## src/rtl/lp_entry_consts.svh

```systemverilog
`ifndef LP_ENTRY_CONSTS_SVH
`define LP_ENTRY_CONSTS_SVH

`define LP_CLK_MHZ 25
`define LP_PM_LC_US 3
`define LP_PM_ENTRY_US 6
`define LP_UX_EXIT_US 6000
`define LP_PM_LC_CYC (`LP_PM_LC_US * `LP_CLK_MHZ)
`define LP_PM_ENTRY_CYC (`LP_PM_ENTRY_US * `LP_CLK_MHZ)
`define LP_UX_EXIT_CYC (`LP_UX_EXIT_US * `LP_CLK_MHZ)
`define LP_TMR_W 18
`define LP_U3_LAST 2'h2

`define LP_ADDR_CTRL 8'h00
`define LP_ADDR_STATUS 8'h04
`define LP_ADDR_U2TO 8'h08
`define LP_CTRL_GO 0
`define LP_CTRL_TGT 1
`define LP_CTRL_DS 3
`define LP_CTRL_FORCE 4
`define LP_CTRL_REJ 5
`define LP_CTRL_U2EN 6
`define LP_CTRL_EXIT 7
`define LP_CTRL_HLOK 8
`define LP_U2TO_RST 16'h0000
`define LP_RESP_OKAY 2'h0
`define LP_RESP_SLVERR 2'h2
`endif

```

## src/rtl/lpe_pkg.sv

```systemverilog
package lpe_pkg;
  typedef enum logic [10:0] {
    S_U0 = 11'h001,
    S_TX_GO = 11'h002,
    S_WAIT_RSP = 11'h004,
    S_TX_ACK = 11'h008,
    S_TX_ACC = 11'h010,
    S_TX_REJ = 11'h020,
    S_WAIT_ACK = 11'h040,
    S_LOW = 11'h080,
    S_EXIT = 11'h100,
    S_RECOV = 11'h200,
    S_INACT = 11'h400
  } state_type;

  typedef enum logic [2:0] {
    L_U0 = 3'h0, L_U1 = 3'h1, L_U2 = 3'h2, L_U3 = 3'h3, L_RECOV = 3'h4, L_INACT = 3'h5
  } lstate_type;

  typedef enum logic [2:0] {
    C_NONE = 3'h0, C_GO_U1 = 3'h1, C_GO_U2 = 3'h2, C_GO_U3 = 3'h3,
    C_ACCEPT = 3'h4, C_REJECT = 3'h5, C_PMACK = 3'h6
  } cmd_type;

  typedef struct packed {
    logic acks_sent;
    logic acks_rcvd;
    logic tx_pending;
    logic adv_done;
    logic ts1;
    logic lfps_exit;
    logic in_u0;
  } link_stat_type;

  typedef struct packed {
    logic valid;
    cmd_type code;
  } lcmd_type;
endpackage

```

## src/rtl/lp_entry_ctrl.sv

```systemverilog
`timescale 1ns/1ps
`include "lp_entry_consts.svh"
module lp_entry_ctrl #(
  parameter logic [17:0] P_PM_LC_CYC = 18'(`LP_PM_LC_CYC),
  parameter logic [17:0] P_PM_ENTRY_CYC = 18'(`LP_PM_ENTRY_CYC),
  parameter logic [17:0] P_UX_EXIT_CYC = 18'(`LP_UX_EXIT_CYC)
) (
  input wire logic i_mclk,
  input wire logic i_reset,
  input wire logic i_ce,
  input wire logic i_s_awvalid,
  output logic o_s_awready,
  input wire logic [7:0] i_s_awaddr,
  input wire logic i_s_wvalid,
  output logic o_s_wready,
  input wire logic [31:0] i_s_wdata,
  input wire logic [3:0] i_s_wstrb,
  output logic o_s_bvalid,
  input wire logic i_s_bready,
  output logic [1:0] o_s_bresp,
  input wire logic i_s_arvalid,
  output logic o_s_arready,
  input wire logic [7:0] i_s_araddr,
  output logic o_s_rvalid,
  input wire logic i_s_rready,
  output logic [31:0] o_s_rdata,
  output logic [1:0] o_s_rresp,
  input wire lpe_pkg::link_stat_type i_link,
  input wire lpe_pkg::lcmd_type i_rx_cmd,
  input wire logic i_tx_done,
  output lpe_pkg::lcmd_type o_tx_cmd,
  output logic o_tx_block,
  output logic o_rx_discard,
  output logic o_abort_unacked,
  output logic o_lfps_exit_start,
  output logic o_lfps_exit_resp,
  output lpe_pkg::lstate_type o_link_state
);

  // ----------------------------------------
  // Helpers
  // ----------------------------------------
  function automatic logic tmr_exp(input logic run, input logic [17:0] cnt, input logic [17:0] tc);
    return run && (cnt == tc - 18'h1);
  endfunction

  function automatic logic [18:0] tmr_step(input logic run, input logic [17:0] cnt, input logic start,
                                           input logic stop, input logic [17:0] tc);
    if (start) begin
      return {1'b1, 18'h0};
    end
    if (stop) begin
      return 19'h0;
    end
    if (run && (cnt != tc - 18'h1)) begin
      return {1'b1, 18'(cnt + 18'h1)};
    end
    return {run, cnt};
  endfunction

  function automatic logic is_mapped(input logic [7:0] a);
    return (a == `LP_ADDR_CTRL) || (a == `LP_ADDR_STATUS) || (a == `LP_ADDR_U2TO);
  endfunction

  // ----------------------------------------
  // Declarations
  // ----------------------------------------
  lpe_pkg::state_type state_r, state_nxt;
  lpe_pkg::lstate_type lstate_r, lstate_nxt, req_r, req_nxt;
  lpe_pkg::cmd_type send_nxt;
  logic [1:0] tgt_r;
  logic ds_r, force_r, rej_r, u2en_r, hlok_r, go_pend_r, exit_pend_r;
  logic [15:0] u2to_r, u2_cnt_r;
  logic lc_run_r, ent_run_r, ux_run_r;
  logic [17:0] lc_cnt_r, ent_cnt_r, ux_cnt_r;
  logic [1:0] u3_cnt_r;
  logic retry_u3_r, exit_seen_r;
  logic lc_start, lc_stop, ent_start, ent_stop, ux_start, ux_stop;
  logic abort, resp, exit_start, go_clr, exit_clr, u3_inc, u3_ok, retry_set;
  logic wr_hs, wr_take, rd_take;
  logic [31:0] ctrl_rd, status_rd;
  logic link_ok, go_ok, retry_ok, rxv, lc_exp, ent_exp, ux_exp, u2_exp;
  lpe_pkg::lstate_type tgt_state;

  assign link_ok = i_link.acks_sent && i_link.acks_rcvd && !i_link.tx_pending && i_link.adv_done;
  assign tgt_state = lpe_pkg::lstate_type'({1'b0, tgt_r});
  assign go_ok = go_pend_r && hlok_r && link_ok && (tgt_r != 2'h0) &&
                 (tgt_state != lpe_pkg::L_U3 || ds_r);
  assign retry_ok = retry_u3_r && link_ok;
  assign rxv = i_rx_cmd.valid;
  assign lc_exp = tmr_exp(lc_run_r, lc_cnt_r, P_PM_LC_CYC);
  assign ent_exp = tmr_exp(ent_run_r, ent_cnt_r, P_PM_ENTRY_CYC);
  assign ux_exp = tmr_exp(ux_run_r, ux_cnt_r, P_UX_EXIT_CYC);
  assign u2_exp = u2en_r && (u2to_r != 16'h0) && (u2_cnt_r == u2to_r);

  // ----------------------------------------
  // Register slave
  // ----------------------------------------
  assign wr_hs = i_s_awvalid && i_s_wvalid && !o_s_awready && !o_s_bvalid;
  assign wr_take = o_s_awready && i_s_awvalid && i_s_wvalid;
  assign rd_take = o_s_arready && i_s_arvalid;
  assign ctrl_rd = {23'h0, hlok_r, exit_pend_r, u2en_r, rej_r, force_r, ds_r, tgt_r, go_pend_r};
  assign status_rd = {13'h0, state_r, ux_run_r, ent_run_r, lc_run_r, u3_cnt_r, lstate_r};

  always_ff @(posedge i_mclk) begin
    if (i_reset) begin
      o_s_awready <= 1'b0;
      o_s_wready <= 1'b0;
      o_s_bvalid <= 1'b0;
      o_s_bresp <= `LP_RESP_OKAY;
    end else if (i_ce) begin
      o_s_awready <= wr_hs;
      o_s_wready <= wr_hs;
      if (wr_take) begin
        o_s_bvalid <= 1'b1;
        o_s_bresp <= is_mapped(i_s_awaddr) ? `LP_RESP_OKAY : `LP_RESP_SLVERR;
      end else if (o_s_bvalid && i_s_bready) begin
        o_s_bvalid <= 1'b0;
      end
    end
  end

  always_ff @(posedge i_mclk) begin
    if (i_reset) begin
      o_s_arready <= 1'b0;
      o_s_rvalid <= 1'b0;
      o_s_rdata <= 32'h0;
      o_s_rresp <= `LP_RESP_OKAY;
    end else if (i_ce) begin
      o_s_arready <= i_s_arvalid && !o_s_arready && !o_s_rvalid;
      if (rd_take) begin
        o_s_rvalid <= 1'b1;
        o_s_rresp <= is_mapped(i_s_araddr) ? `LP_RESP_OKAY : `LP_RESP_SLVERR;
        case (i_s_araddr)
          `LP_ADDR_CTRL: o_s_rdata <= ctrl_rd;
          `LP_ADDR_STATUS: o_s_rdata <= status_rd;
          `LP_ADDR_U2TO: o_s_rdata <= {16'h0, u2to_r};
          default: o_s_rdata <= 32'h0;
        endcase
      end else if (o_s_rvalid && i_s_rready) begin
        o_s_rvalid <= 1'b0;
      end
    end
  end

  // Control fields; a software set of go or exit wins over the hardware clear
  always_ff @(posedge i_mclk) begin
    if (i_reset) begin
      tgt_r <= 2'h0;
      ds_r <= 1'b0;
      force_r <= 1'b0;
      rej_r <= 1'b0;
      u2en_r <= 1'b0;
      hlok_r <= 1'b0;
      go_pend_r <= 1'b0;
      exit_pend_r <= 1'b0;
      u2to_r <= `LP_U2TO_RST;
    end else if (i_ce) begin
      if (go_clr) begin
        go_pend_r <= 1'b0;
      end
      if (exit_clr) begin
        exit_pend_r <= 1'b0;
      end
      if (wr_take && i_s_awaddr == `LP_ADDR_CTRL && i_s_wstrb[0]) begin
        tgt_r <= i_s_wdata[`LP_CTRL_TGT +: 2];
        ds_r <= i_s_wdata[`LP_CTRL_DS];
        force_r <= i_s_wdata[`LP_CTRL_FORCE];
        rej_r <= i_s_wdata[`LP_CTRL_REJ];
        u2en_r <= i_s_wdata[`LP_CTRL_U2EN];
        if (i_s_wdata[`LP_CTRL_GO]) begin
          go_pend_r <= 1'b1;
        end
        if (i_s_wdata[`LP_CTRL_EXIT]) begin
          exit_pend_r <= 1'b1;
        end
      end
      if (wr_take && i_s_awaddr == `LP_ADDR_CTRL && i_s_wstrb[1]) begin
        hlok_r <= i_s_wdata[`LP_CTRL_HLOK];
      end
      if (wr_take && i_s_awaddr == `LP_ADDR_U2TO) begin
        if (i_s_wstrb[0]) begin
          u2to_r[7:0] <= i_s_wdata[7:0];
        end
        if (i_s_wstrb[1]) begin
          u2to_r[15:8] <= i_s_wdata[15:8];
        end
      end
    end
  end

  // ----------------------------------------
  // Entry and exit sequencing
  // ----------------------------------------
  always_comb begin
    state_nxt = state_r;
    lstate_nxt = lstate_r;
    req_nxt = req_r;
    send_nxt = lpe_pkg::C_NONE;
    {lc_start, lc_stop, ent_start, ent_stop, ux_start, ux_stop} = 6'h00;
    {abort, resp, exit_start, go_clr, exit_clr, u3_inc, u3_ok, retry_set} = 8'h00;
    case (state_r)
      lpe_pkg::S_U0: begin
        lstate_nxt = lpe_pkg::L_U0;
        if (rxv && (i_rx_cmd.code == lpe_pkg::C_GO_U1 || i_rx_cmd.code == lpe_pkg::C_GO_U2)) begin
          req_nxt = (i_rx_cmd.code == lpe_pkg::C_GO_U1) ? lpe_pkg::L_U1 : lpe_pkg::L_U2;
          if (force_r || (link_ok && !rej_r)) begin
            state_nxt = lpe_pkg::S_TX_ACC;
            send_nxt = lpe_pkg::C_ACCEPT;
          end else begin
            state_nxt = lpe_pkg::S_TX_REJ;
            send_nxt = lpe_pkg::C_REJECT;
          end
        end else if (rxv && i_rx_cmd.code == lpe_pkg::C_GO_U3 && !ds_r) begin
          req_nxt = lpe_pkg::L_U3;
          state_nxt = lpe_pkg::S_TX_ACC;
          send_nxt = lpe_pkg::C_ACCEPT;
          abort = 1'b1;
        end else if (retry_ok) begin
          req_nxt = lpe_pkg::L_U3;
          state_nxt = lpe_pkg::S_TX_GO;
          send_nxt = lpe_pkg::C_GO_U3;
        end else if (go_ok) begin
          req_nxt = tgt_state;
          state_nxt = lpe_pkg::S_TX_GO;
          send_nxt = lpe_pkg::cmd_type'({1'b0, tgt_r});
          go_clr = 1'b1;
        end
      end
      lpe_pkg::S_TX_GO: begin
        if (i_tx_done) begin
          lc_start = 1'b1;
          state_nxt = lpe_pkg::S_WAIT_RSP;
        end
      end
      lpe_pkg::S_WAIT_RSP: begin
        if (rxv && (i_rx_cmd.code == lpe_pkg::C_ACCEPT || i_rx_cmd.code == lpe_pkg::C_REJECT)) begin
          lc_stop = 1'b1;
          if (i_rx_cmd.code == lpe_pkg::C_ACCEPT) begin
            state_nxt = lpe_pkg::S_TX_ACK;
            send_nxt = lpe_pkg::C_PMACK;
          end else begin
            state_nxt = lpe_pkg::S_U0;
          end
        end else if (i_link.ts1) begin
          lc_stop = 1'b1;
          state_nxt = lpe_pkg::S_RECOV;
        end else if (lc_exp) begin
          lc_stop = 1'b1;
          if (req_r == lpe_pkg::L_U3) begin
            u3_inc = 1'b1;
            if (u3_cnt_r == `LP_U3_LAST) begin
              state_nxt = lpe_pkg::S_INACT;
            end else begin
              retry_set = 1'b1;
              state_nxt = lpe_pkg::S_RECOV;
            end
          end else begin
            state_nxt = lpe_pkg::S_RECOV;
          end
        end
      end
      lpe_pkg::S_TX_ACK: begin
        if (i_tx_done) begin
          state_nxt = lpe_pkg::S_LOW;
          lstate_nxt = req_r;
          u3_ok = (req_r == lpe_pkg::L_U3);
        end
      end
      lpe_pkg::S_TX_ACC: begin
        if (i_tx_done) begin
          ent_start = 1'b1;
          state_nxt = lpe_pkg::S_WAIT_ACK;
        end
      end
      lpe_pkg::S_TX_REJ: begin
        if (i_tx_done) begin
          state_nxt = lpe_pkg::S_U0;
        end
      end
      lpe_pkg::S_WAIT_ACK: begin
        if (rxv && i_rx_cmd.code == lpe_pkg::C_PMACK) begin
          ent_stop = 1'b1;
          state_nxt = lpe_pkg::S_LOW;
          lstate_nxt = req_r;
        end else if (i_link.ts1) begin
          ent_stop = 1'b1;
          state_nxt = lpe_pkg::S_RECOV;
        end else if (ent_exp) begin
          ent_stop = 1'b1;
          state_nxt = lpe_pkg::S_LOW;
          lstate_nxt = req_r;
        end
      end
      lpe_pkg::S_LOW: begin
        if (i_link.lfps_exit || exit_seen_r) begin
          resp = 1'b1;
          exit_clr = 1'b1;
          state_nxt = lpe_pkg::S_RECOV;
        end else if (exit_pend_r) begin
          exit_start = 1'b1;
          exit_clr = 1'b1;
          ux_start = (lstate_r != lpe_pkg::L_U3);
          state_nxt = lpe_pkg::S_EXIT;
        end else if (lstate_r == lpe_pkg::L_U1 && u2_exp) begin
          lstate_nxt = lpe_pkg::L_U2;
        end
      end
      lpe_pkg::S_EXIT: begin
        if (i_link.in_u0) begin
          ux_stop = 1'b1;
          state_nxt = lpe_pkg::S_U0;
        end else if (ux_exp) begin
          ux_stop = 1'b1;
          state_nxt = lpe_pkg::S_INACT;
        end
      end
      lpe_pkg::S_RECOV: begin
        lstate_nxt = lpe_pkg::L_RECOV;
        if (i_link.in_u0) begin
          state_nxt = lpe_pkg::S_U0;
        end
      end
      lpe_pkg::S_INACT: begin
        lstate_nxt = lpe_pkg::L_INACT;
      end
      default: begin
        state_nxt = lpe_pkg::S_U0;
      end
    endcase
    if (state_nxt == lpe_pkg::S_RECOV) begin
      lstate_nxt = lpe_pkg::L_RECOV;
    end else if (state_nxt == lpe_pkg::S_INACT) begin
      lstate_nxt = lpe_pkg::L_INACT;
    end
  end

  always_ff @(posedge i_mclk) begin
    if (i_reset) begin
      state_r <= lpe_pkg::S_U0;
      lstate_r <= lpe_pkg::L_U0;
      req_r <= lpe_pkg::L_U0;
    end else if (i_ce) begin
      state_r <= state_nxt;
      lstate_r <= lstate_nxt;
      req_r <= req_nxt;
    end
  end

  // U3 attempt count and retry flag
  always_ff @(posedge i_mclk) begin
    if (i_reset) begin
      u3_cnt_r <= 2'h0;
      retry_u3_r <= 1'b0;
    end else if (i_ce) begin
      if (u3_ok) begin
        u3_cnt_r <= 2'h0;
      end else if (u3_inc) begin
        u3_cnt_r <= 2'(u3_cnt_r + 2'h1);
      end
      if (retry_set) begin
        retry_u3_r <= 1'b1;
      end else if (state_r == lpe_pkg::S_U0 && state_nxt == lpe_pkg::S_TX_GO && retry_ok) begin
        retry_u3_r <= 1'b0;
      end
    end
  end

  // LFPS exit seen while waiting for the acknowledge is held until S_LOW is left after entry
  always_ff @(posedge i_mclk) begin
    if (i_reset) begin
      exit_seen_r <= 1'b0;
    end else if (i_ce) begin
      if (state_r == lpe_pkg::S_WAIT_ACK && i_link.lfps_exit) begin
        exit_seen_r <= 1'b1;
      end else if (state_r == lpe_pkg::S_LOW && state_nxt != lpe_pkg::S_LOW) begin
        exit_seen_r <= 1'b0;
      end
    end
  end

  // ----------------------------------------
  // Timers
  // ----------------------------------------
  always_ff @(posedge i_mclk) begin
    if (i_reset) begin
      {lc_run_r, lc_cnt_r} <= 19'h0;
      {ent_run_r, ent_cnt_r} <= 19'h0;
      {ux_run_r, ux_cnt_r} <= 19'h0;
    end else if (i_ce) begin
      {lc_run_r, lc_cnt_r} <= tmr_step(lc_run_r, lc_cnt_r, lc_start, lc_stop, P_PM_LC_CYC);
      {ent_run_r, ent_cnt_r} <= tmr_step(ent_run_r, ent_cnt_r, ent_start, ent_stop, P_PM_ENTRY_CYC);
      {ux_run_r, ux_cnt_r} <= tmr_step(ux_run_r, ux_cnt_r, ux_start, ux_stop, P_UX_EXIT_CYC);
    end
  end

  always_ff @(posedge i_mclk) begin
    if (i_reset) begin
      u2_cnt_r <= 16'h0;
    end else if (i_ce) begin
      if (lstate_r != lpe_pkg::L_U1 || state_r != lpe_pkg::S_LOW || i_link.lfps_exit) begin
        u2_cnt_r <= 16'h0;
      end else if (!u2_exp) begin
        u2_cnt_r <= 16'(u2_cnt_r + 16'h1);
      end
    end
  end

  // ----------------------------------------
  // Link side outputs
  // ----------------------------------------
  always_ff @(posedge i_mclk) begin
    if (i_reset) begin
      o_tx_cmd <= '{valid: 1'b0, code: lpe_pkg::C_NONE};
      o_tx_block <= 1'b0;
      o_rx_discard <= 1'b0;
      o_abort_unacked <= 1'b0;
      o_lfps_exit_start <= 1'b0;
      o_lfps_exit_resp <= 1'b0;
      o_link_state <= lpe_pkg::L_U0;
    end else if (i_ce) begin
      if (send_nxt != lpe_pkg::C_NONE) begin
        o_tx_cmd <= '{valid: 1'b1, code: send_nxt};
      end else if (i_tx_done) begin
        o_tx_cmd <= '{valid: 1'b0, code: lpe_pkg::C_NONE};
      end
      o_tx_block <= (state_nxt != lpe_pkg::S_U0) && (state_nxt != lpe_pkg::S_TX_REJ);
      o_rx_discard <= (req_nxt == lpe_pkg::L_U3) && (state_nxt == lpe_pkg::S_TX_GO ||
                      state_nxt == lpe_pkg::S_WAIT_RSP || state_nxt == lpe_pkg::S_TX_ACK);
      o_abort_unacked <= abort;
      o_lfps_exit_start <= exit_start;
      o_lfps_exit_resp <= resp;
      o_link_state <= lstate_nxt;
    end
  end
endmodule

```

## config.mk

```make
export PLATFORM = sky130hd
export DESIGN_NAME = lp_entry_ctrl
export DESIGN_NICKNAME = d
export VERILOG_FILES = /design/src/rtl/lpe_pkg.sv /design/src/rtl/lp_entry_ctrl.sv
export VERILOG_INCLUDE_DIRS = /design/src /design/src/rtl
export SDC_FILE = /design/constraint.sdc
export NUM_CORES = 1
export LEC_CHECK = 0
export BUFFER_PORTS_ARGS = -buffer_cell sky130_fd_sc_hd__buf_4
export CAP_MARGIN = 20
export CELL_PAD_IN_SITES_DETAIL_PLACEMENT = 1
export CELL_PAD_IN_SITES_GLOBAL_PLACEMENT = 1
export CORE_MARGIN = 3
export CORE_UTILIZATION = 43
export CTS_CLUSTER_DIAMETER = 120
export CTS_CLUSTER_SIZE = 28
export DETAILED_ROUTE_END_ITERATION = 16
export PLACE_DENSITY = 0.82
export SLEW_MARGIN = 20
export SYNTH_ARGS = -nofsm -noshare
export SYNTH_HDL_FRONTEND = slang
export SYNTH_SLANG_ARGS = --single-unit
```

## constraint.sdc

```tcl
create_clock -name i_mclk -period 3.3 [get_ports i_mclk]
set_clock_uncertainty 0.1 [all_clocks]
set_input_delay 0.66 -clock i_mclk [delete_from_list [all_inputs] [get_ports i_mclk]]
set_output_delay 0.66 -clock i_mclk [all_outputs]
set_load 0.02 [all_outputs]
```

After elaboration in Yosys (flattened, before gate mapping) --
Index checks and enable logic that the tools add are counted.
Operators by class: reductions and logical operators 95, eq/ne operators 51, multiplexer cells 170, add/subtract/negate cells 5
Operators by type and width (number):
- 19-bit two-way mux | 18
- 11-bit two-way mux | 21
- 11-bit one-hot mux with 11 select lines | 1
- 1-bit two-way mux | 96
- 19-bit one-hot mux with 3 select lines | 1
- 18-bit by 1-bit adder with 18-bit output (second input constant) | 3
- 3-bit two-way mux | 18
- 1-bit logical AND | 43
- 16-bit two-way mux | 2
- 2-bit AND reduction | 14
- 11-bit by 10-bit == test with 1-bit output (second input constant) | 2
- 11-bit == test (second input constant) | 2
- 11-bit by 2-bit == test with 1-bit output (second input constant) | 2
- 11-bit by 3-bit == test with 1-bit output (second input constant) | 2
- 11-bit by 4-bit == test with 1-bit output (second input constant) | 2
- 11-bit by 8-bit != test with 1-bit output (second input constant) | 2
- 18-bit == test (second input constant) | 1
- 18-bit by 7-bit == test with 1-bit output (second input constant) | 1
- 18-bit by 8-bit == test with 1-bit output (second input constant) | 1
- 18-bit != test (second input constant) | 1
- 18-bit by 7-bit != test with 1-bit output (second input constant) | 1
- 18-bit by 8-bit != test with 1-bit output (second input constant) | 1
- 3-bit one-hot mux with 6 select lines | 1
- 16-bit by 1-bit adder with 16-bit output (second input constant) | 1
- other kinds (35) | 84
Storage, ports and cells: output and inout port bits 53, word-level logic and storage cells 358, input port bits 72, flip-flop bits (word level) 168

Logic depth before layout (Yosys ltp) --
Gate-level depths: netlist of run 1.
word-level depth 17, gate-level depth with buffers 10, gate-level depth less buffers 9

Least setup slack after synthesis of run 1 --
Ideal clock, no wire load.
path type input to register, start point in i_ce, end point reg u2_cnt_r[15], data required time 3.130 ns, cell stages on the path 6, library setup time 0.070 ns, slack 0.678 ns, buffers on the path 1, data arrival time 2.452 ns, path through clkbuf_1 clkinv_1 a21oi_1 nor2_1 or4_1 a21oi_1
On the way: word-level cells in the longest chain between the ends 1
RTL lines:
- from (decl) | line lp_entry_ctrl.sv:10 | input wire logic i_ce,
- 2-bit AND reduction (no line)
- to (signal assigned) | line lp_entry_ctrl.sv:404 | u2_cnt_r <= 16'(u2_cnt_r + 16'h1);
- to (decl) | line lp_entry_ctrl.sv:73 | logic [15:0] u2to_r, u2_cnt_r;
Every way passes these cells. A chain may end at the register's enable or synchronous reset.

Worst setup path in the final report of run 1 --
start point reg state_r[5], end point reg lc_cnt_r[13]
On the way: word-level cells in the longest chain between the ends 8, elaborated cells on any way between the ends 18, those cells by class eq/ne (2); mux (14); reduce/logical (2)
RTL lines:
- from (decl) | line lp_entry_ctrl.sv:68 | lpe_pkg::state_type state_r, state_nxt;
- from (signal assigned) | line lp_entry_ctrl.sv:340 | state_r <= lpe_pkg::S_U0;
- from (signal assigned) | line lp_entry_ctrl.sv:344 | state_r <= state_nxt;
- 11-bit by 3-bit == test with 1-bit output | line lp_entry_ctrl.sv:202 | case (state_r)
- 1-bit two-way mux | line lp_entry_ctrl.sv:202
- 1-bit two-way mux (2 in a row) | line lp_entry_ctrl.sv:52 | if (stop) begin
- 1-bit two-way mux | line lp_entry_ctrl.sv:390 | end else if (i_ce) begin
- 1-bit two-way mux | line lp_entry_ctrl.sv:386 | if (i_reset) begin
- 3-bit nonzero test (no line) or 19-bit two-way mux (tied branches)
- 2-bit AND reduction (no line) or 19-bit two-way mux (tied branches)
- to (signal assigned) | line lp_entry_ctrl.sv:391 | {lc_run_r, lc_cnt_r} <= tmr_step(lc_run_r, lc_cnt_r, lc_start, lc_stop, P_PM_LC_CYC);
- to (decl) | line lp_entry_ctrl.sv:75 | logic [17:0] lc_cnt_r, ent_cnt_r, ux_cnt_r;
Parallel ways exist; a longest one is shown, timed or not. The select of a mux whose other input is x is not followed.

==> impl_metrics.yaml, run 1 <==
yosys:
  synth.yosys.seq_area_share: 0.356
  yosysWarnings: 0
  syn_avg_cell_area_um2: 8.06
  synth.distinct_cells: 87
  ys.flop_type: "dfxtp_1"
  ys_seq_elements: 153
  synthArstFlopShare: 0
  syn_inst: 1067
  synth_edf_count: 0
  syn_area_mm2: 0.00860
clocking:
  cts_made_buffers: 17
  root_buffer: "clkbuf_16"
  cts_setup_buffers: 0
  clockBufferDepth: 2
  cts_resized: 0
  clock-sinks: 153
  cts_tree: "done"
  path_clk_slew_ns: 0.07
  htree_levels: 4
  ctsHoldBuffers: 0
  clk_latency_ns: 0.44
layout:
  final_common_cell: "dfxtp_1"
  multi_input_area_mm2: 0.00510
  seqCellArea_mm2: 0.00306
  antenna_cells: 0
  final_nets: 1219
  fillers: 2427
  syn2layout_area_growth_pct: 16.7
  layout-drive-gt1-share: 0.169
  final_cell_mix: "dfxtp_1, nor2_1, buf_4"
  stdcell_count: 1418
sta:
  min_period_ns: 2.91
  fmax_mhz: 344
  tightest_slew_ns: 0.703
  relSlewSlack: 0.527
  fin_crit_sh: 0.881
  rsz0062_at_grt: "false"
  slew_viol_final: 0
  setup_viol: 0
  tns_ns: 0
  hold_violations: 0
floorplan:
  rows: 51
  initial_core_util: 0.441
  dieArea_mm2: 0.0217
  ios: 125
  die_w_um: 147
  die_h_um: 147
  core_area_mm2: 0.0195
worst_setup_path:
  cp_top_family: "simple AND/OR/NAND/NOR gates"
  slowest_stage: "nor4_4"
  cp_data_required_time_ns: 3.56
  startpoint_type: "flip-flop"
  crit_chain: "nor4_4 -> nand3_1 -> a21oi_4 -> o311ai_4 -> or4_1 -> a21oi_1"
  cpPeakStageDelay_ns: 0.64
  arrival_ns: 3.17
  critical_path_class: "flip-flop to flip-flop"
  crit_path_end_kind: "flip-flop"
  worst-path-buf-inv: 0
  worstPathMaxFanout: 16
pwr:
  seq_power_share: 0.445
  peakVddDrop_mv: 0.320
  pwr-share-comb: 0.086
  power_frac_clock: 0.469
  p_sw_mw: 1.15
  switching_share: 0.271
  power.internal_mw: 3.09
  leakage_nw: 3.79
  power_density_mw_per_mm2: 422
grt:
  gr-total-overflow: 0
  grt_max_degree: 55
  grt_pass1_wl_um: 45800
  track_usage: 0.257
  first_global_vias: 8673
  antenna_found_initial: 0
hold_path:
  hold_class: "input port to flip-flop"
route:
  first_iter_violations: 595
  via_per_inst: 6.04
  vias: 8571
  wl_um: 28100
  dr.pass1.iters: 7
  ant_nets: 0
  wl_per_cell_um: 19.8
  route.detailed.drc: 0
place:
  dp_hpwl_um: 20000
  gp_congestion: 0.941
  placed_cells: 1386
  portBuffers: 91
run:
  max_cap_viol_count: 0
status:
  status: "complete, no violations"
-- cell usage after synthesis, drive strengths merged, types with 4 or more instances --
| library cell | n | area share |
|---|---|---|
| a21boi | 7 | 0.0065 |
| xor2 | 31 | 0.032 |
| inv | 21 | 0.0092 |
| ha | 7 | 0.010 |
| nand4 | 26 | 0.019 |
| a31oi | 6 | 0.0044 |
| a22oi | 22 | 0.020 |
| and3 | 24 | 0.018 |
| a211oi | 13 | 0.011 |
| nor2b | 6 | 0.0044 |
| nor3 | 37 | 0.025 |
| clkbuf | 46 | 0.025 |
| a311oi | 5 | 0.0051 |
| dfxtp | 153 | 0.36 |
| and2 | 6 | 0.0047 |
| buf | 29 | 0.023 |
| and4 | 9 | 0.0093 |
| nand3b | 5 | 0.0044 |
| xnor2 | 12 | 0.012 |
| a31o | 4 | 0.0041 |
| o31ai | 9 | 0.0079 |
| nor4b | 10 | 0.011 |
| nand4b | 4 | 0.0041 |
| o211ai | 6 | 0.0052 |
| nand2b | 5 | 0.0036 |
| mux2i | 34 | 0.040 |
| o2111ai | 5 | 0.0051 |
| a21oi | 86 | 0.052 |
| nor3b | 6 | 0.0052 |
| nand3 | 48 | 0.029 |
| nor2 | 132 | 0.058 |
| or3 | 25 | 0.018 |
| nand2 | 90 | 0.039 |
| or4 | 13 | 0.013 |
| nor4 | 24 | 0.025 |
| o21ai | 56 | 0.033 |
-- worst paths after layout --
kind / to / depth (start not counted) / start / slack [ns]
hold / removal: u2to_r[14]$_SDFFE_PP0P_ / 3 / i_s_wdata[14] / 0.36
setup reg to reg: lc_cnt_r[13]$_SDFFE_PP0P_ / 6 / state_r[5]$_SDFFE_PP0P_ / 0.39
hold reg to reg: o_s_rdata[18]$_SDFFE_PP0P_ / 2 / o_s_rdata[18]$_SDFFE_PP0P_ / 0.37
setup / recovery: lc_cnt_r[13]$_SDFFE_PP0P_ / 6 / state_r[5]$_SDFFE_PP0P_ / 0.39
-- final cells by class --
| type | count | area share |
|---|---|---|
| tap | 265 | 0.0330 |
| clock inverter | 13 | 0.0132 |
| clock buffer | 19 | 0.0451 |
| multi-input combinational | 831 | 0.508 |
| inverter | 22 | 0.00822 |
| sequential | 153 | 0.305 |
| timing repair buffer | 115 | 0.0872 |
-- per-stage QoR --
step           cell area, um2  power (mW)  hold WS (ns)   util  setup WS, ns
6_report                10000        4.24         0.358  0.514         0.393
5_1_grt                 10000        4.38         0.372  0.514        0.0697
4_1_cts                 10000        4.25         0.353  0.514         0.435
3_5_place_dp             9460        2.29         0.360  0.484         0.400
3_3_place_gp             9460        2.28         0.344  0.484         0.474
2_1_floorplan            8650        2.16         0.344      -         0.678
-- power by group through the flow --
stage / clock network [mW] / logic [mW] / registers [mW]
finish: 1.99 / 0.363 / 1.89
floorplan: 0 / 0.233 / 1.92
detailed placement: 0 / 0.355 / 1.93
global placement: 0 / 0.350 / 1.93
CTS: 2.00 / 0.360 / 1.89
global route: 2.09 / 0.394 / 1.89
-- layer usage --
layer | vias up | part of all wire | track usage
met5 | - | 0 | 0
met4 | 0 | 0.026 | 0.0918
met3 | 51 | 0.044 | 0.0448
met2 | 238 | 0.49 | 0.443
met1 | 4253 | 0.44 | 0.326
li1 | 4029 | - | -
-- sequential cells by signal, indices dropped and copies added (netlist names), 2 cells and up --
register      flops
o_s_rdata        19
ent_cnt_r        18
lc_cnt_r         18
ux_cnt_r         18
u2_cnt_r         16
u2to_r           16
state_r          11
o_tx_cmd          4
o_link_state      3
req_r             3
tgt_r             2
u3_cnt_r          2
-- worst reg2reg max path: cells and delay by family, from the launching register on --
family / cells / cell delay (ns)
AOI/OAI and AO/OA: 3 / 0.78
and+or+nand+nor: 3 / 1.51
DFF: 1 / 0.46
-- logic make-up (layout without fill, tap and decap cells) --
logic type | count (synthesis) | count (layout) | synth area share
compound gates | 245 | 245 | 0.185
flops | 153 | 153 | 0.356
other cells | 1 | 15 | 0.000436
fa+ha+maj | 7 | 7 | 0.0102
buf+inv | 97 | 169 | 0.0573
mux | 37 | 37 | 0.0435
xor+xnor | 43 | 43 | 0.0438
simple gates | 484 | 484 | 0.304
No activity file was read; power rests on OpenSTA's default activity.
==> inputs of run 2 (changes only) <==
--- a/config.mk
+++ b/config.mk
@@ -11,11 +11,11 @@
 export CELL_PAD_IN_SITES_DETAIL_PLACEMENT = 1
 export CELL_PAD_IN_SITES_GLOBAL_PLACEMENT = 1
 export CORE_MARGIN = 3
-export CORE_UTILIZATION = 43
+export CORE_UTILIZATION = 46
 export CTS_CLUSTER_DIAMETER = 120
 export CTS_CLUSTER_SIZE = 28
 export DETAILED_ROUTE_END_ITERATION = 16
-export PLACE_DENSITY = 0.82
+export PLACE_DENSITY = 0.86
 export SLEW_MARGIN = 20
 export SYNTH_ARGS = -nofsm -noshare
 export SYNTH_HDL_FRONTEND = slang
==> constraint.sdc (replaced) <==
create_clock -name i_mclk -period 3.5 [get_ports i_mclk]
set_clock_uncertainty 0.1 [all_clocks]
set_input_delay 0.7 -clock i_mclk [delete_from_list [all_inputs] [get_ports i_mclk]]
set_output_delay 0.7 -clock i_mclk [all_outputs]
set_load 0.02 [all_outputs]
==> impl_metrics.yaml, run 2 (same netlist as run 1, synthesis figures left out) <==
status:
  status: "complete, no violations"
route:
  first_iter_violations: 651
  wl_um: 28100
  ant_nets: 0
  via_per_inst: 6.29
  dr.pass1.iters: 5
  wl_per_cell_um: 20.4
  vias: 8655
  route.detailed.drc: 0
pwr:
  pwr-share-comb: 0.085
  switching_share: 0.260
  power_density_mw_per_mm2: 401
  power.internal_mw: 2.95
  power_frac_clock: 0.469
  finalPower_mw: 3.99
  p_sw_mw: 1.04
  peakVddDrop_mv: 0.307
  leakage_nw: 3.76
  seq_power_share: 0.446
layout:
  syn2layout_area_growth_pct: 15.6
  largest_reg_flops: 19
  final_cell_mix: "dfxtp_1, nor2_1, buf_4"
  antenna_cells: 0
  layout-drive-gt1-share: 0.163
  final_nets: 1212
  top_register: "o_s_rdata"
  final_common_cell: "dfxtp_1"
sta:
  slew_viol_final: 0
  hold_violations: 0
  tns_ns: 0
  tightest_slew_ns: 0.858
  setup_viol: 0
  relSlewSlack: 0.428
  fmax_mhz: 328
  rsz0062_at_grt: "false"
  fin_crit_sh: 0.872
  min_period_ns: 3.05
floorplan:
  core_area_mm2: 0.0181
  ios: 125
  rows: 49
  initial_core_util: 0.474
  die_h_um: 143
  dieArea_mm2: 0.0204
  die_w_um: 143
clocking:
  cts_made_buffers: 17
  clockBufferDepth: 2
  clock-sinks: 153
  ctsHoldBuffers: 0
  clk_latency_ns: 0.43
  path_clk_slew_ns: 0.07
  htree_levels: 4
  cts_tree: "done"
  root_buffer: "clkbuf_16"
  cts_setup_buffers: 0
  cts_resized: 0
worst_setup_path:
  ff2ff_path_depth: 6
  crit_path_end_kind: "flip-flop"
  r2r-start: "state_r[2]$_SDFFE_PP0P_"
  critical_path_class: "flip-flop to flip-flop"
  startpoint_type: "flip-flop"
  cpPeakStageDelay_ns: 0.71
  crit_chain: "nor4_2 -> nand3_2 -> a311oi_1 -> a211o_1 -> a21oi_1 -> mux2_2"
  critPathLaunch: "state_r[2]$_SDFFE_PP0P_"
  arrival_ns: 3.27
  cp_data_required_time_ns: 3.72
  worstPathMaxFanout: 12
  slowest_stage: "nor4_2"
hold_path:
  min_from: "o_s_rdata[18]$_SDFFE_PP0P_"
  min_path_cells: 2
  hold_class: "flip-flop to flip-flop"
run:
  max_cap_viol_count: 0
grt:
  antenna_found_initial: 0
  grt_pass1_wl_um: 45000
  first_global_vias: 8627
  grt_use_met1: 0.345
  grt_use_met2: 0.472
  track_usage: 0.273
  use_met3: 0.0476
  grt_max_degree: 75
  gr-total-overflow: 0
  grt.busiest_layer: "met2"
place:
  portBuffers: 91
  dp_hpwl_um: 19900
  gp_congestion: 0.909
run 2: cell count changes in the layout (fill, tap and decap cells not counted), sizes merged:
cell    before  now
bufinv       1    2
buf        115  108
inv         27   23
clkinv       4    7
run 2: final timing paths:
path | to | slack (ns)
worst max-delay path | ux_cnt_r[0]$_SDFFE_PP0P_ | 0.45
worst min-delay path | o_s_rdata[18]$_SDFFE_PP0P_ | 0.35
worst max register to register | ux_cnt_r[0]$_SDFFE_PP0P_ | 0.45
worst min register to register | o_s_rdata[18]$_SDFFE_PP0P_ | 0.35
run 2: power by group through the flow:
stage	clock, mW	combinational [mW]	sequential [mW]
2_1_floorplan	0	0.220	1.81
3_3_place_gp	0	0.325	1.82
3_5_place_dp	0	0.331	1.82
4_1_cts	1.88	0.335	1.78
5_1_grt	1.97	0.366	1.78
6_report	1.87	0.340	1.78
run 2: final cells by class:
cell class                      instances  area (um2)
Tap cell                              229         287
Clock buffer                           19         443
Fill cell                            2238        8210
Clock inverter                         13         145
Timing Repair Buffer                  108         811
Sequential cell                       153        3060
Inverter                               22        82.6
Multi-Input combinational cell        831        5110
run 2: metal layers:
layer	vias up	share of wire
met1	4312	0.43
li1	4029	-
met2	265	0.50
met5	-	0
met4	0	0.020
met3	49	0.048
run 2: critical path, delay by kind of cell (launching register included):
| family | cells | cell delay (ns) |
|---|---|---|
| multiplexers | 1 | 0.29 |
| AO/OA/AOI/OAI | 3 | 1.25 |
| AND/OR/NAND/NOR | 2 | 0.87 |
| flip-flops | 1 | 0.44 |
run 2: metrics by stage:
step | hold slack (ns) | cells | setup WS (ns) | cell area, um2 | util
after floorplan | 0.344 | 1081 | 0.838 | 8650 | -
after global placement | 0.344 | 1343 | 0.488 | 9350 | 0.515
after detailed placement | 0.349 | 1343 | 0.577 | 9350 | 0.515
after CTS | 0.357 | 1375 | 0.543 | 9940 | 0.548
after global routing | 0.383 | 1375 | 0.298 | 9940 | 0.548
final | 0.354 | 1375 | 0.448 | 9940 | 0.548
==> inputs of run 3 (changes only) <==
--- a/config.mk
+++ b/config.mk
@@ -6,15 +6,15 @@
 export SDC_FILE = /design/constraint.sdc
 export NUM_CORES = 1
 export LEC_CHECK = 0
-export BUFFER_PORTS_ARGS = -buffer_cell sky130_fd_sc_hd__buf_4
 export CAP_MARGIN = 20
 export CELL_PAD_IN_SITES_DETAIL_PLACEMENT = 1
 export CELL_PAD_IN_SITES_GLOBAL_PLACEMENT = 1
 export CORE_MARGIN = 3
-export CORE_UTILIZATION = 46
+export CORE_UTILIZATION = 51
 export CTS_CLUSTER_DIAMETER = 120
 export CTS_CLUSTER_SIZE = 28
 export DETAILED_ROUTE_END_ITERATION = 16
+export DONT_BUFFER_PORTS = 1
 export PLACE_DENSITY = 0.86
 export SLEW_MARGIN = 20
 export SYNTH_ARGS = -nofsm -noshare
==> impl_metrics.yaml, run 3 (same netlist as run 1, synthesis figures left out) <==
clocking:
  ctsHoldBuffers: 0
  cts_resized: 0
  clockBufferDepth: 2
  cts_made_buffers: 17
  clk_latency_ns: 0.44
  path_clk_slew_ns: 0.06
  root_buffer: "clkbuf_16"
  htree_levels: 4
  clock-sinks: 153
  cts_tree: "done"
  cts_setup_buffers: 0
layout:
  design_area_mm2: 0.00922
  final_cell_mix: "dfxtp_1, nor2_1, nand2_1"
  top_register: "o_s_rdata"
  layout-drive-gt1-share: 0.0865
  final_common_cell: "dfxtp_1"
  antenna_cells: 0
  largest_reg_flops: 19
  fin_util: 0.570
  fillers: 1990
  final_nets: 1118
  syn2layout_area_growth_pct: 7.16
place:
  gp_congestion: 0.892
  dp_hpwl_um: 18400
  dpl_cell_area_mm2: 0.00862
  portBuffers: 0
worst_setup_path:
  worstPathMaxFanout: 12
  crit_path_end_kind: "flip-flop"
  cpPeakStageDelay_ns: 0.70
  slowest_stage: "nor4_2"
  arrival_ns: 3.27
  cp_data_required_time_ns: 3.72
  startpoint_type: "flip-flop"
  crit_chain: "nor4_2 -> nand3_2 -> a311oi_1 -> a211o_1 -> a21oi_1 -> mux2_2"
  critical_path_class: "flip-flop to flip-flop"
grt:
  antenna_found_initial: 0
  track_usage: 0.286
  gr-total-overflow: 0
  grt_max_degree: 96
  first_global_vias: 8219
  grt_pass1_wl_um: 42600
pwr:
  power_density_mw_per_mm2: 420
  leakage_nw: 3.28
  power.internal_mw: 2.94
  power_frac_clock: 0.483
  switching_share: 0.241
  pwr-share-comb: 0.054
  peakVddDrop_mv: 0.332
  finalPower_mw: 3.87
  p_sw_uw: 933
  seq_power_share: 0.463
floorplan:
  initial_core_util: 0.532
  rows: 46
  dieArea_mm2: 0.0185
  core_area_mm2: 0.0162
  ios: 125
  die_h_um: 136
  die_w_um: 136
route:
  wl_um: 26100
  highest_layer: "met4"
  dr.pass1.iters: 5
  m1WireLength_um: 11400
  wl_met2_um: 12900
  ant_nets: 0
  vias: 8042
  route.detailed.drc: 0
  via_per_inst: 6.34
  wl_met3_um: 1530
  wl_per_cell_um: 20.6
  first_iter_violations: 561
sta:
  relSlewSlack: 0.344
  fmax_mhz: 328
  setup_viol: 0
  hold_ws_ns: 0.240
  slew_viol_final: 0
  tightest_slew_ns: 0.978
  fin_crit_sh: 0.872
  hold_violations: 0
  tns_ns: 0
  min_period_ns: 3.05
  rsz0062_at_grt: "false"
hold_path:
  hold_class: "input port to flip-flop"
run:
  max_cap_viol_count: 0
status:
  status: "complete, no violations"
==> run 3: cell count changes in the layout (fill, tap and decap cells not counted) <==
cell        before  now
a211oi_2         0    1
a211oi_4         1    0
buf_4          108   14
clkbuf_1         1    3
clkbuf_8         1    3
clkinv_2         2    1
clkinv_4         4    3
clkinvlp_4       3    2
inv_6            2    1
==> run 3: final timing paths <==
check / slack (ns) / cells after the start / startpoint / end
setup reg to reg: 0.45 / 6 / state_r[0]$_SDFFE_PP1P_ / ux_cnt_r[0]$_SDFFE_PP0P_
setup / recovery: 0.45 / 6 / state_r[0]$_SDFFE_PP1P_ / ux_cnt_r[0]$_SDFFE_PP0P_
hold reg to reg: 0.40 / 2 / u2en_r$_SDFFE_PP0P_ / u2en_r$_SDFFE_PP0P_
hold / removal: 0.24 / 1 / i_reset / o_s_rdata[9]$_SDFFE_PP0P_
==> run 3: stage by stage <==
| stage | cells | setup slack [ns] |
|---|---|---|
| finish | 1268 | 0.449 |
| global route | 1268 | 0.287 |
| CTS | 1268 | 0.543 |
| detailed placement | 1236 | 0.576 |
| global placement | 1236 | 0.617 |
| floorplan | 1081 | 0.838 |
==> run 3: power by group through the flow <==
stage          registers [mW]  clock network, mW  logic (mW)
3_3_place_gp             1.83                  0       0.199
3_5_place_dp             1.83                  0       0.204
2_1_floorplan            1.81                  0       0.220
6_report                 1.79               1.87       0.209
4_1_cts                  1.79               1.90       0.206
5_1_grt                  1.79               1.97       0.227
==> run 3: final cells by class <==
type	instances	area, um2	area share
Sequential cell	153	3060	0.332
Multi-Input combinational cell	831	5100	0.554
Clock buffer	23	478	0.0519
Timing Repair Buffer	14	105	0.0114
Inverter	22	82.6	0.00896
Clock inverter	9	115	0.0125
Tap cell	216	270	0.0293
==> run 3: routing by layer <==
| metal | GRT usage | vias to the layer above |
|---|---|---|
| met5 | 0 | - |
| met1 | 0.363 | 3985 |
| met2 | 0.490 | 206 |
| met4 | 0.0711 | 0 |
| met3 | 0.0696 | 36 |
| li1 | - | 3815 |
==> run 3: critical path: cells and delay by family (launching register included) <==
kind / cells / cell delay [ns]
compound gates: 3 / 1.21
simple gates: 2 / 0.85
flops: 1 / 0.49
mux: 1 / 0.29
